`src/shared/sadc_pkg.sv`:
```
package sadc_pkg;
   // Result width and stream
   localparam int RESULT_W     = 12;
   localparam int TOP_BIT_POS  = 11;
   localparam int BITCNT_W     = 4;
   localparam logic [BITCNT_W-1:0] BITCNT_RST = 4'h0;
   localparam logic [RESULT_W-1:0] RESULT_RST = 12'h000;

   // Clock rate
   localparam int REF_CLK_MHZ  = 200;

   // Speed grades
   localparam logic [1:0] GRADE_SLOW = 2'h0;
   localparam logic [1:0] GRADE_MID  = 2'h1;
   localparam logic [1:0] GRADE_FAST = 2'h2;

   // Conversion intervals in ns
   localparam int CONVERT_STROBE_NS_SLOW = 8000;
   localparam int CONVERT_STROBE_NS_MID  = 3000;
   localparam int CONVERT_STROBE_NS_FAST = 1500;

   // Acquisition intervals in ns
   localparam int ACQ_NS_SLOW  = 2000;
   localparam int ACQ_NS_MID   = 1000;
   localparam int ACQ_NS_FAST  = 500;

   // Cycle counts, least times rounded up
   localparam int CONVERT_STROBE_CYC_SLOW = (CONVERT_STROBE_NS_SLOW * REF_CLK_MHZ + 999) / 1000;
   localparam int CONVERT_STROBE_CYC_MID  = (CONVERT_STROBE_NS_MID * REF_CLK_MHZ + 999) / 1000;
   localparam int CONVERT_STROBE_CYC_FAST = (CONVERT_STROBE_NS_FAST * REF_CLK_MHZ + 999) / 1000;
   localparam int ACQ_CYC_SLOW  = (ACQ_NS_SLOW * REF_CLK_MHZ + 999) / 1000;
   localparam int ACQ_CYC_MID   = (ACQ_NS_MID * REF_CLK_MHZ + 999) / 1000;
   localparam int ACQ_CYC_FAST  = (ACQ_NS_FAST * REF_CLK_MHZ + 999) / 1000;
   localparam int TIMER_W       = 11;

   // Converter states
   typedef enum logic [1:0] {
      SADC_SLEEP,
      SADC_ACQUIRE,
      SADC_CONVERT
   } sadc_state_e;
endpackage : sadc_pkg

```
`src/shared/sadc_sync_if.sv`:
```
`timescale 1ns/10ps
`default_nettype none
interface sadc_sync_if;
   logic strobe_rise;
   logic strobe_fall;
   logic strobe_level;
   logic shift_fall;
   modport src (output strobe_rise, output strobe_fall, output strobe_level, output shift_fall);
   modport dst (input strobe_rise, input strobe_fall, input strobe_level, input shift_fall);
endinterface : sadc_sync_if
`default_nettype wire

```
`src/design/sadc_edge_sync.sv`:
```
`timescale 1ns/10ps
`default_nettype none
module sadc_edge_sync
(
   // Clock and reset
   input  wire logic     clk,
   input  wire logic     rst_b,
   // Raw pins
   input  wire logic     strobe_pin,
   input  wire logic     shift_pin,
   // Edge events
   sadc_sync_if.src      ev
);
   logic [2:0] strobe_r;
   logic [2:0] shift_r;

   // Two stages, then a third for edge compare
   always_ff @(posedge clk or negedge rst_b)
   begin
      if (!rst_b)
      begin
         strobe_r <= 3'h0;
         shift_r  <= 3'h0;
      end
      else
      begin
         strobe_r <= {strobe_r[1:0], strobe_pin};
         shift_r  <= {shift_r[1:0], shift_pin};
      end
   end

   assign ev.strobe_level = strobe_r[1];
   assign ev.strobe_rise  = strobe_r[1] & ~strobe_r[2];
   assign ev.strobe_fall  = ~strobe_r[1] & strobe_r[2];
   assign ev.shift_fall   = ~shift_r[1] & shift_r[2];
endmodule : sadc_edge_sync
`default_nettype wire

```
`src/design/sadc_top.sv`:
```
// Behaviour
// - Strobe rising edge starts a conversion
// - Power down automatically after conversion if strobe is still high
// - Strobe low drives serial output
// - Output changes only on shift-clock falls
// - MSB first, twelve bits, then zeros
// - Strobe rise releases output to high-Z
// - Strobe fall presents top result bit
// - Strobe low powers up, acquisition held
`timescale 1ns/10ps
`default_nettype none
module sadc_top
   import sadc_pkg::*;
(
   // Clock and reset
   input  wire logic                 REF_CLK,
   input  wire logic                 RST_B,
   // Serial link pins
   input  wire logic                 CONVERT_STROBE,
   input  wire logic                 SHIFT_CLK,
   output logic                      SERIAL_RESULT_OUT_O,
   output logic                      SERIAL_RESULT_OUT_OE,
   // Grade select and sample source
   input  wire logic [1:0]           SPEED_GRADE,
   input  wire logic [sadc_pkg::RESULT_W-1:0] SAMPLE_IN,
   // Status
   output logic                      POWERED_UP,
   output logic                      ACQUIRED,
   output logic                      CONVERT_STROBE_DONE
);
   import sadc_pkg::*;

   ////////////////////////////////////////////////////////////////////////////////
   sadc_sync_if ev ();

   sadc_edge_sync u_sync
   (
      .clk        (REF_CLK),
      .rst_b      (RST_B),
      .strobe_pin (CONVERT_STROBE),
      .shift_pin  (SHIFT_CLK),
      .ev         (ev)
   );

   ////////////////////////////////////////////////////////////////////////////////
   sadc_state_e              state_r;
   logic [TIMER_W-1:0]       timer_r;
   logic [TIMER_W-1:0]       convert_strobe_len;
   logic [TIMER_W-1:0]       acq_len;
   logic [RESULT_W-1:0]      hold_r;
   logic [RESULT_W-1:0]      shift_r;
   logic [BITCNT_W-1:0]      sent_r;
   logic                     oe_r;
   logic                     dout_r;
   logic                     acq_ok_r;
   logic                     done_r;
   logic                     convert_strobe_end;

   always_comb
   begin
      case (SPEED_GRADE)
         GRADE_MID:
         begin
            convert_strobe_len = TIMER_W'(CONVERT_STROBE_CYC_MID);
            acq_len  = TIMER_W'(ACQ_CYC_MID);
         end
         GRADE_FAST:
         begin
            convert_strobe_len = TIMER_W'(CONVERT_STROBE_CYC_FAST);
            acq_len  = TIMER_W'(ACQ_CYC_FAST);
         end
         default:
         begin
            convert_strobe_len = TIMER_W'(CONVERT_STROBE_CYC_SLOW);
            acq_len  = TIMER_W'(ACQ_CYC_SLOW);
         end
      endcase
   end

   assign convert_strobe_end = (state_r == SADC_CONVERT) && (timer_r == TIMER_W'(1));

   ////////////////////////////////////////////////////////////////////////////////
   // Converter sequencing; a short strobe pulse still runs the full conversion
   always_ff @(posedge REF_CLK or negedge RST_B)
   begin
      if (!RST_B)
      begin
         state_r <= SADC_SLEEP;
         timer_r <= '0;
      end
      else
      begin
         case (state_r)
            SADC_SLEEP:
            begin
               if (ev.strobe_rise)
               begin
                  state_r <= SADC_CONVERT;
                  timer_r <= convert_strobe_len;
               end
               else if (ev.strobe_fall)
               begin
                  state_r <= SADC_ACQUIRE;
                  timer_r <= acq_len;
               end
            end
            SADC_ACQUIRE:
            begin
               if (ev.strobe_rise)
               begin
                  state_r <= SADC_CONVERT;
                  timer_r <= convert_strobe_len;
               end
               else if (timer_r != '0)
               begin
                  timer_r <= timer_r - TIMER_W'(1);
               end
            end
            SADC_CONVERT:
            begin
               if (convert_strobe_end)
               begin
                  state_r <= ev.strobe_level ? SADC_SLEEP : SADC_ACQUIRE;
                  timer_r <= ev.strobe_level ? '0 : acq_len;
               end
               else
               begin
                  timer_r <= timer_r - TIMER_W'(1);
               end
            end
            default:
            begin
               state_r <= SADC_SLEEP;
               timer_r <= '0;
            end
         endcase
      end
   end

   // Acquisition readiness and done flag
   always_ff @(posedge REF_CLK or negedge RST_B)
   begin
      if (!RST_B)
      begin
         acq_ok_r <= 1'b0;
         done_r   <= 1'b0;
      end
      else
      begin
         acq_ok_r <= (state_r == SADC_ACQUIRE) && (timer_r == '0);
         if (convert_strobe_end)
            done_r <= 1'b1;
         else if (ev.strobe_rise)
            done_r <= 1'b0;
      end
   end

   ////////////////////////////////////////////////////////////////////////////////
   // Result latch
   always_ff @(posedge REF_CLK or negedge RST_B)
   begin
      if (!RST_B)
         hold_r <= RESULT_RST;
      else if (convert_strobe_end)
         hold_r <= SAMPLE_IN;
   end

   // Serial shift path; reading before conversion end shows the previous result
   always_ff @(posedge REF_CLK or negedge RST_B)
   begin
      if (!RST_B)
      begin
         shift_r <= RESULT_RST;
         sent_r  <= BITCNT_RST;
         oe_r    <= 1'b0;
         dout_r  <= 1'b0;
      end
      else if (ev.strobe_rise)
      begin
         oe_r   <= 1'b0;
         dout_r <= 1'b0;
      end
      else if (ev.strobe_fall)
      begin
         oe_r    <= 1'b1;
         dout_r  <= hold_r[TOP_BIT_POS];
         shift_r <= {hold_r[RESULT_W-2:0], 1'b0};
         sent_r  <= BITCNT_RST;
      end
      else if (oe_r && ev.shift_fall)
      begin
         // Count gates the tail to zeros even if the shift path were reloaded
         if (sent_r < BITCNT_W'(TOP_BIT_POS))
            dout_r <= shift_r[TOP_BIT_POS];
         else
            dout_r <= 1'b0;
         shift_r <= {shift_r[RESULT_W-2:0], 1'b0};
         if (sent_r != BITCNT_W'(RESULT_W))
            sent_r <= sent_r + BITCNT_W'(1);
      end
   end

   ////////////////////////////////////////////////////////////////////////////////
   // Host samples on shift-clock rise, 28 ns after each shift-clock fall
   assign SERIAL_RESULT_OUT_O  = dout_r;
   assign SERIAL_RESULT_OUT_OE = oe_r;
   assign POWERED_UP           = (state_r != SADC_SLEEP);
   assign ACQUIRED             = acq_ok_r;
   assign CONVERT_STROBE_DONE            = done_r;
endmodule : sadc_top
`default_nettype wire

```
`config.mk`:
```
export PLATFORM = sky130hd
export DESIGN_NAME = sadc_top
export DESIGN_NICKNAME = d
export VERILOG_FILES = /design/src/shared/sadc_pkg.sv /design/src/shared/sadc_sync_if.sv /design/src/design/sadc_edge_sync.sv /design/src/design/sadc_top.sv
export SDC_FILE = /design/constraint.sdc
export NUM_CORES = 1
export LEC_CHECK = 0
export BUFFER_PORTS_ARGS = -buffer_cell sky130_fd_sc_hd__buf_2
export CORE_UTILIZATION = 45
export DETAILED_ROUTE_END_ITERATION = 7
export GPL_ROUTABILITY_DRIVEN = 1
export HOLD_SLACK_MARGIN = 0.06
export PLACE_DENSITY = 0.72
export SLEW_MARGIN = 25
export SYNTH_ARGS = -nofsm -noshare
export SYNTH_HDL_FRONTEND = slang
export SYNTH_SLANG_ARGS = --single-unit
```
`constraint.sdc`:
```
create_clock -name REF_CLK -period 2.2 [get_ports REF_CLK]
set_input_delay 0.44 -clock REF_CLK [delete_from_list [all_inputs] [get_ports REF_CLK]]
set_output_delay 0.44 -clock REF_CLK [all_outputs]
set_load 0.01 [all_outputs]
```
; ---- Word level (Yosys, flattened, before mapping)
; Index checks and enable logic that the tools add are counted.
[totals]
inputBits = 18
reg_bits = 51
elab_cells = 75
[classes]
add_sub_neg = 2
mux = 28
n_eq_ne = 10
order_cmp = 1
n_reduce_logical = 16
bitwise = 7
[op_table]
columns = op, count
row1 = two-way mux 11 bit, 6
row2 = one-hot mux 11 bit (3 select lines), 1
row3 = two-way mux 12 bit, 2
row4 = one-hot mux 11 bit (2 select lines), 1
row5 = one-hot mux 9 bit (2 select lines), 1
row6 = two-way mux 4 bit, 3
row7 = "equality test 11 x 1 -> 1 bit, second input constant", 1
row8 = zero test 11 bit, 1
row9 = nonzero test 11 bit, 1
row10 = "subtractor 11 x 1 -> 11 bit, second input constant", 1
row11 = nonzero test 2 bit, 5
row12 = two-way mux 1 bit, 9
row13 = two-way mux 2 bit, 4
row14 = "inequality test 3 bit, second input constant", 2
row15 = one-hot mux 2 bit (3 select lines), 1
row16 = AND reduction 3 bit, 2
row17 = "adder 4 x 1 -> 4 bit, second input constant", 1
row18 = "equality test 2 x 1 -> 1 bit, second input constant", 2
row19 = "equality test 2 bit, second input constant", 2
row20 = "less-than comparator 4 bit, second input constant", 1
row21 = "inequality test 2 bit, second input constant", 2
row22 = "inequality test 4 bit, second input constant", 1
row23 = NOT 1 bit, 4
row24 = AND reduction 2 bit, 2
row25 = 4 further kinds, 8

; ---- Logic depth before layout (Yosys ltp)
[logic_depth]
word_depth = 6
depth_mapped = 9
depth_no_buf = 7

; ---- Modules after synthesis
; Synthesis repeated with hierarchy kept, for this count alone.
[unflattened]
hier_cells = 270
hier_area_um2 = 2661.3
[modules_own_cells]
columns = mod, cells_each, instances, seq_area_each_um2, area_each_um2
row1 = sadc_top, 261, 1, 1101.1, 2489.9
row2 = sadc_edge_sync, 9, 1, 150.1, 171.4

; ---- Worst setup path before layout
; OpenSTA, ideal clock, no wires.
[synth_path]
path_kind = reg2reg
startpoint = register timer_r[1]
endpoint = register timer_r[7]
path_slack_ns = 0.290
stages_incl_launch_ff = 9
path_buffers = 1
required_time_ns = 2.079
arrival_ns = 1.790
cell_sequence = dfrtp_1 inv_1 ha_1 nor3b_1 nand3_2 buf_6 a21o_1 a22o_1 a22o_1
[synth_between]
elab_chain_cells = 4
[synth_rtl]
columns = element, line
row1 = from (decl), sadc_top.sv:47  ; logic [TIMER_W-1:0] timer_r;
row2 = from (signal assigned), sadc_top.sv:99  ; timer_r <= convert_strobe_len;
row3 = from (signal assigned), sadc_top.sv:104  ; timer_r <= acq_len;
row4 = from (signal assigned), sadc_top.sv:112  ; timer_r <= convert_strobe_len;
row5 = subtractor 11 x 1 -> 11 bit / equality test 11 x 1 -> 1 bit (equally long branches), "sadc_top.sv:116, sadc_top.sv:128, sadc_top.sv:80"
row6 = two-way mux 11 bit / logical AND 1 bit (equally long branches), "sadc_top.sv:114, sadc_top.sv:80"
row7 = "two-way mux 11 bit, on equally long branches", "sadc_top.sv:109, sadc_top.sv:121"
row8 = one-hot mux 11 bit (3 select lines), sadc_top.sv:93  ; case (state_r)
; Parallel ways exist; a longest one is shown, timed or not. The select of a mux whose other input is x is not followed.
; A chain may end at the register's enable or synchronous reset.

; ---- Worst setup path in the final report
[layout_path]
startpoint = register timer_r[6]
endpoint = register timer_r[8]
; Same word-level chain as after synthesis.

==> run metrics <==
status=completed; first-pass GRT wire length=9940 um; dpl hpwl=4270 um; Die W=78.4 um; Die H=78.4 um; Worst-Skew Late Latency=0.31 ns; final core occ=53.4%; Die ar.=0.00615 mm2; post-synth top area cell=dfrtp_1; final RePlAce weighted congestion=a little over 0.9; Final Net Count=345; TritonCTS Sinks=50; Worst Reg-to-Reg Cells=6; YS warnings=0; # Post-CTS Setup Buffers=0; top-area cell type share of the netlist area=47.6%; Top FF cell, synth=dfrtp_1; GRT overflow=0; Adder-Cell Fraction of Synth Area=4.76%; share of layout cells above drive strength 1=between 15 and 20%; # IOs=23; all-layer global routing usage=a little over a fifth; clk root buf=clkbuf_8; RSZ-0062 raised after global routing=no; largest family of logic cells by synthesized area=simple AND/OR/NAND/NOR gates; initial antenna violation count=0; PnR Total Power=between 3 and 4 mW; register bit total from synthesis=50; Min Hold Slack=0.110 ns; FFs w/ async S/R, synth=between 90% and 100%; proportion of synthesized area in mux cells=4.19%; Switch Pwr=1.42 mW; worst slew pin tran=0.573 ns; Tcrit/Tclk final=90.6%; drt total wl=roughly 6000 um; Syn Area/Cell=9.22 um2; Synth Area in XOR/XNOR=2.33%; Worst Path Max Fanout=12; FF-to-FF End=timer_r[8]; setup TNS=0 ns; sequential-to-total area share from yosys stat=47.6%; Logic pwr share=39.3%; DR WL/cell=15.1 um; most common cell after layout, fill and taps aside=nand2_1; final setup fails=0; Compound-Gate Fraction of Synth Area=15.8%; critical path class=flip-flop to flip-flop; CTS max path bufs=2; setup ws final=a little over 0.2 ns; worst relative slew slack=between 60% and 70%; Worst-path clk slew=about 0.1 ns; CP arrival=roughly 2.2 ns; vias=2190; Port Buffer Count=22; Max IR drop VDD=0.000564 V; RR Startpoint=timer_r[6]; simple-gate area share of the yosys netlist=20.8%; Fin Clk Skew=0.00926 ns; CORE AREA=0.00557 mm2; H-tree depth=2; Final min period=1.99 ns; initial DRC count=between 200 and 300; Worst Setup SP=timer_r[6]; row cnt=27; FF-to-FF setup slack=0.21 ns; post-DR vias/cell=5.62; post-CTS sizing=0; mapped cell area=0.00263 mm2; CP endpoint kind=flip-flop; CTS Buf Count=5; CTS tree=done; largest net degree at the start of global routing=27; Worst setup SP type=flip-flop; PwrDens=1170 mW/mm2; final slew viol count=0; Worst Hold Class=primary input to async pin; DRT Pass-1 Iters=5; Mapped Cells=285; worst slack, placed=0.241 ns; Final ANT Viol Nets=0; Yosys cell types=50; most frequent cells in the layout=55 x nand2_1, 50 x dfrtp_1, 25 x nor2_1; Post-CTS Hold Buffers=0; Max Cap Viol=0; Post-Syn Nets=313; Hold Vio Cnt, Final=0; initial core utilization=47.2%; Clock Power Share=around 17%; vias in the first global route=2070; Synth-to-Final Area Change=13.1%; Sw Share=41.0%; Required @ worst endpoint=2.38 ns; EDFF count, synth=0; P_leak=approximately 1.4 nW; Diodes inserted=0; DRC Markers=0; # fillers=519; Area contributors post-synth=dfrtp_1 48%, nand2_1 7.9%, ha_1 4.8%; Flop pwr share=44.1%; Pint=2.05 mW; Fmax=0.502 GHz
flip-flops by register name, summed over array words and instances, names as in the netlist:
register / flops
shift_r: 11
state_r: 2
SERIAL_RESULT_OUT_O: 1
timer_r: 11
u_sync.shift_r: 3
CONVERT_STROBE_DONE: 1
u_sync.strobe_r: 3
SERIAL_RESULT_OUT_OE: 1
ACQUIRED: 1
sent_r: 4
hold_r: 12
layer usage:
metal,wire (um),GRT usage [%],share of wire [%],vias up
li1,-,-,-,1058
met1,2800,29.9,48,1033
met2,2560,31.6,44,80
met3,327,4.30,5.6,19
met4,184,9.26,3.1,0
met5,0,0,0,-
synth_stat cells, drive strengths merged, types with 4 or more instances:
| cell | n |
|---|---|
| inv | 15 |
| nand4 | 4 |
| mux2i | 11 |
| nor2 | 25 |
| nand2 | 55 |
| a21oi | 19 |
| ha | 10 |
| nand3 | 5 |
| dfrtp | 50 |
| xnor2 | 4 |
| o21ai | 17 |
| buf | 5 |
| clkbuf | 7 |
| nor3 | 9 |
per-stage QoR:
stage	instance area [um2]	cells
3_3_place_gp	2880	382
4_1_cts	2970	390
5_1_grt	2970	390
2_1_floorplan	2630	285
3_5_place_dp	2880	382
6_report	2970	390
power by group through the flow:
stage / Combinational [mW] / Sequential, mW / Clock (mW)
3_3_place_gp: 1.31 / 1.54 / 0
6_report: 1.37 / 1.53 / 0.576
2_1_floorplan: 1.05 / 1.44 / 0
4_1_cts: 1.36 / 1.53 / 0.592
3_5_place_dp: 1.34 / 1.55 / 0
5_1_grt: 1.53 / 1.58 / 0.620
cell type report:
class | count | area (um2) | share of cell area [%]
Tap cell | 72 | 90.1 | 3.03
Timing Repair Buffer | 37 | 223 | 7.49
Inverter | 15 | 56.3 | 1.89
Clock buffer | 5 | 68.8 | 2.31
Sequential cell | 50 | 1250 | 42.1
Clock inverter | 3 | 26.3 | 0.883
Multi-Input combinational cell | 208 | 1260 | 42.3
worst max path at each step:
stage,end,slack [ns],cells after the start
2_1_floorplan,timer_r[7],0.29,8
3_3_place_gp,timer_r[4],0.22,8
3_5_place_dp,timer_r[7],0.24,7
4_1_cts,timer_r[9],0.23,6
5_1_grt,timer_r[8],0.008,8
6_report,timer_r[8],0.21,6
worst max-delay path: stages (launching register included):
cell	delay (ns)
dfrtp_1	0.46
or4_4	0.59
nor4_4	0.19
a41oi_1	0.15
buf_4	0.21
o21ai_1	0.19
a41oi_1	0.07
cells by family (layout without fill, tap and decap cells):
| family | count (synthesis) | count (layout) |
|---|---|---|
| simple gates | 115 | 115 |
| flops | 50 | 50 |
| buf+inv | 27 | 60 |
| mux | 11 | 11 |
| xor+xnor | 7 | 7 |
| fa+ha+maj | 10 | 10 |
| compound gates | 65 | 65 |
Power figures use the tool's default switching activity.
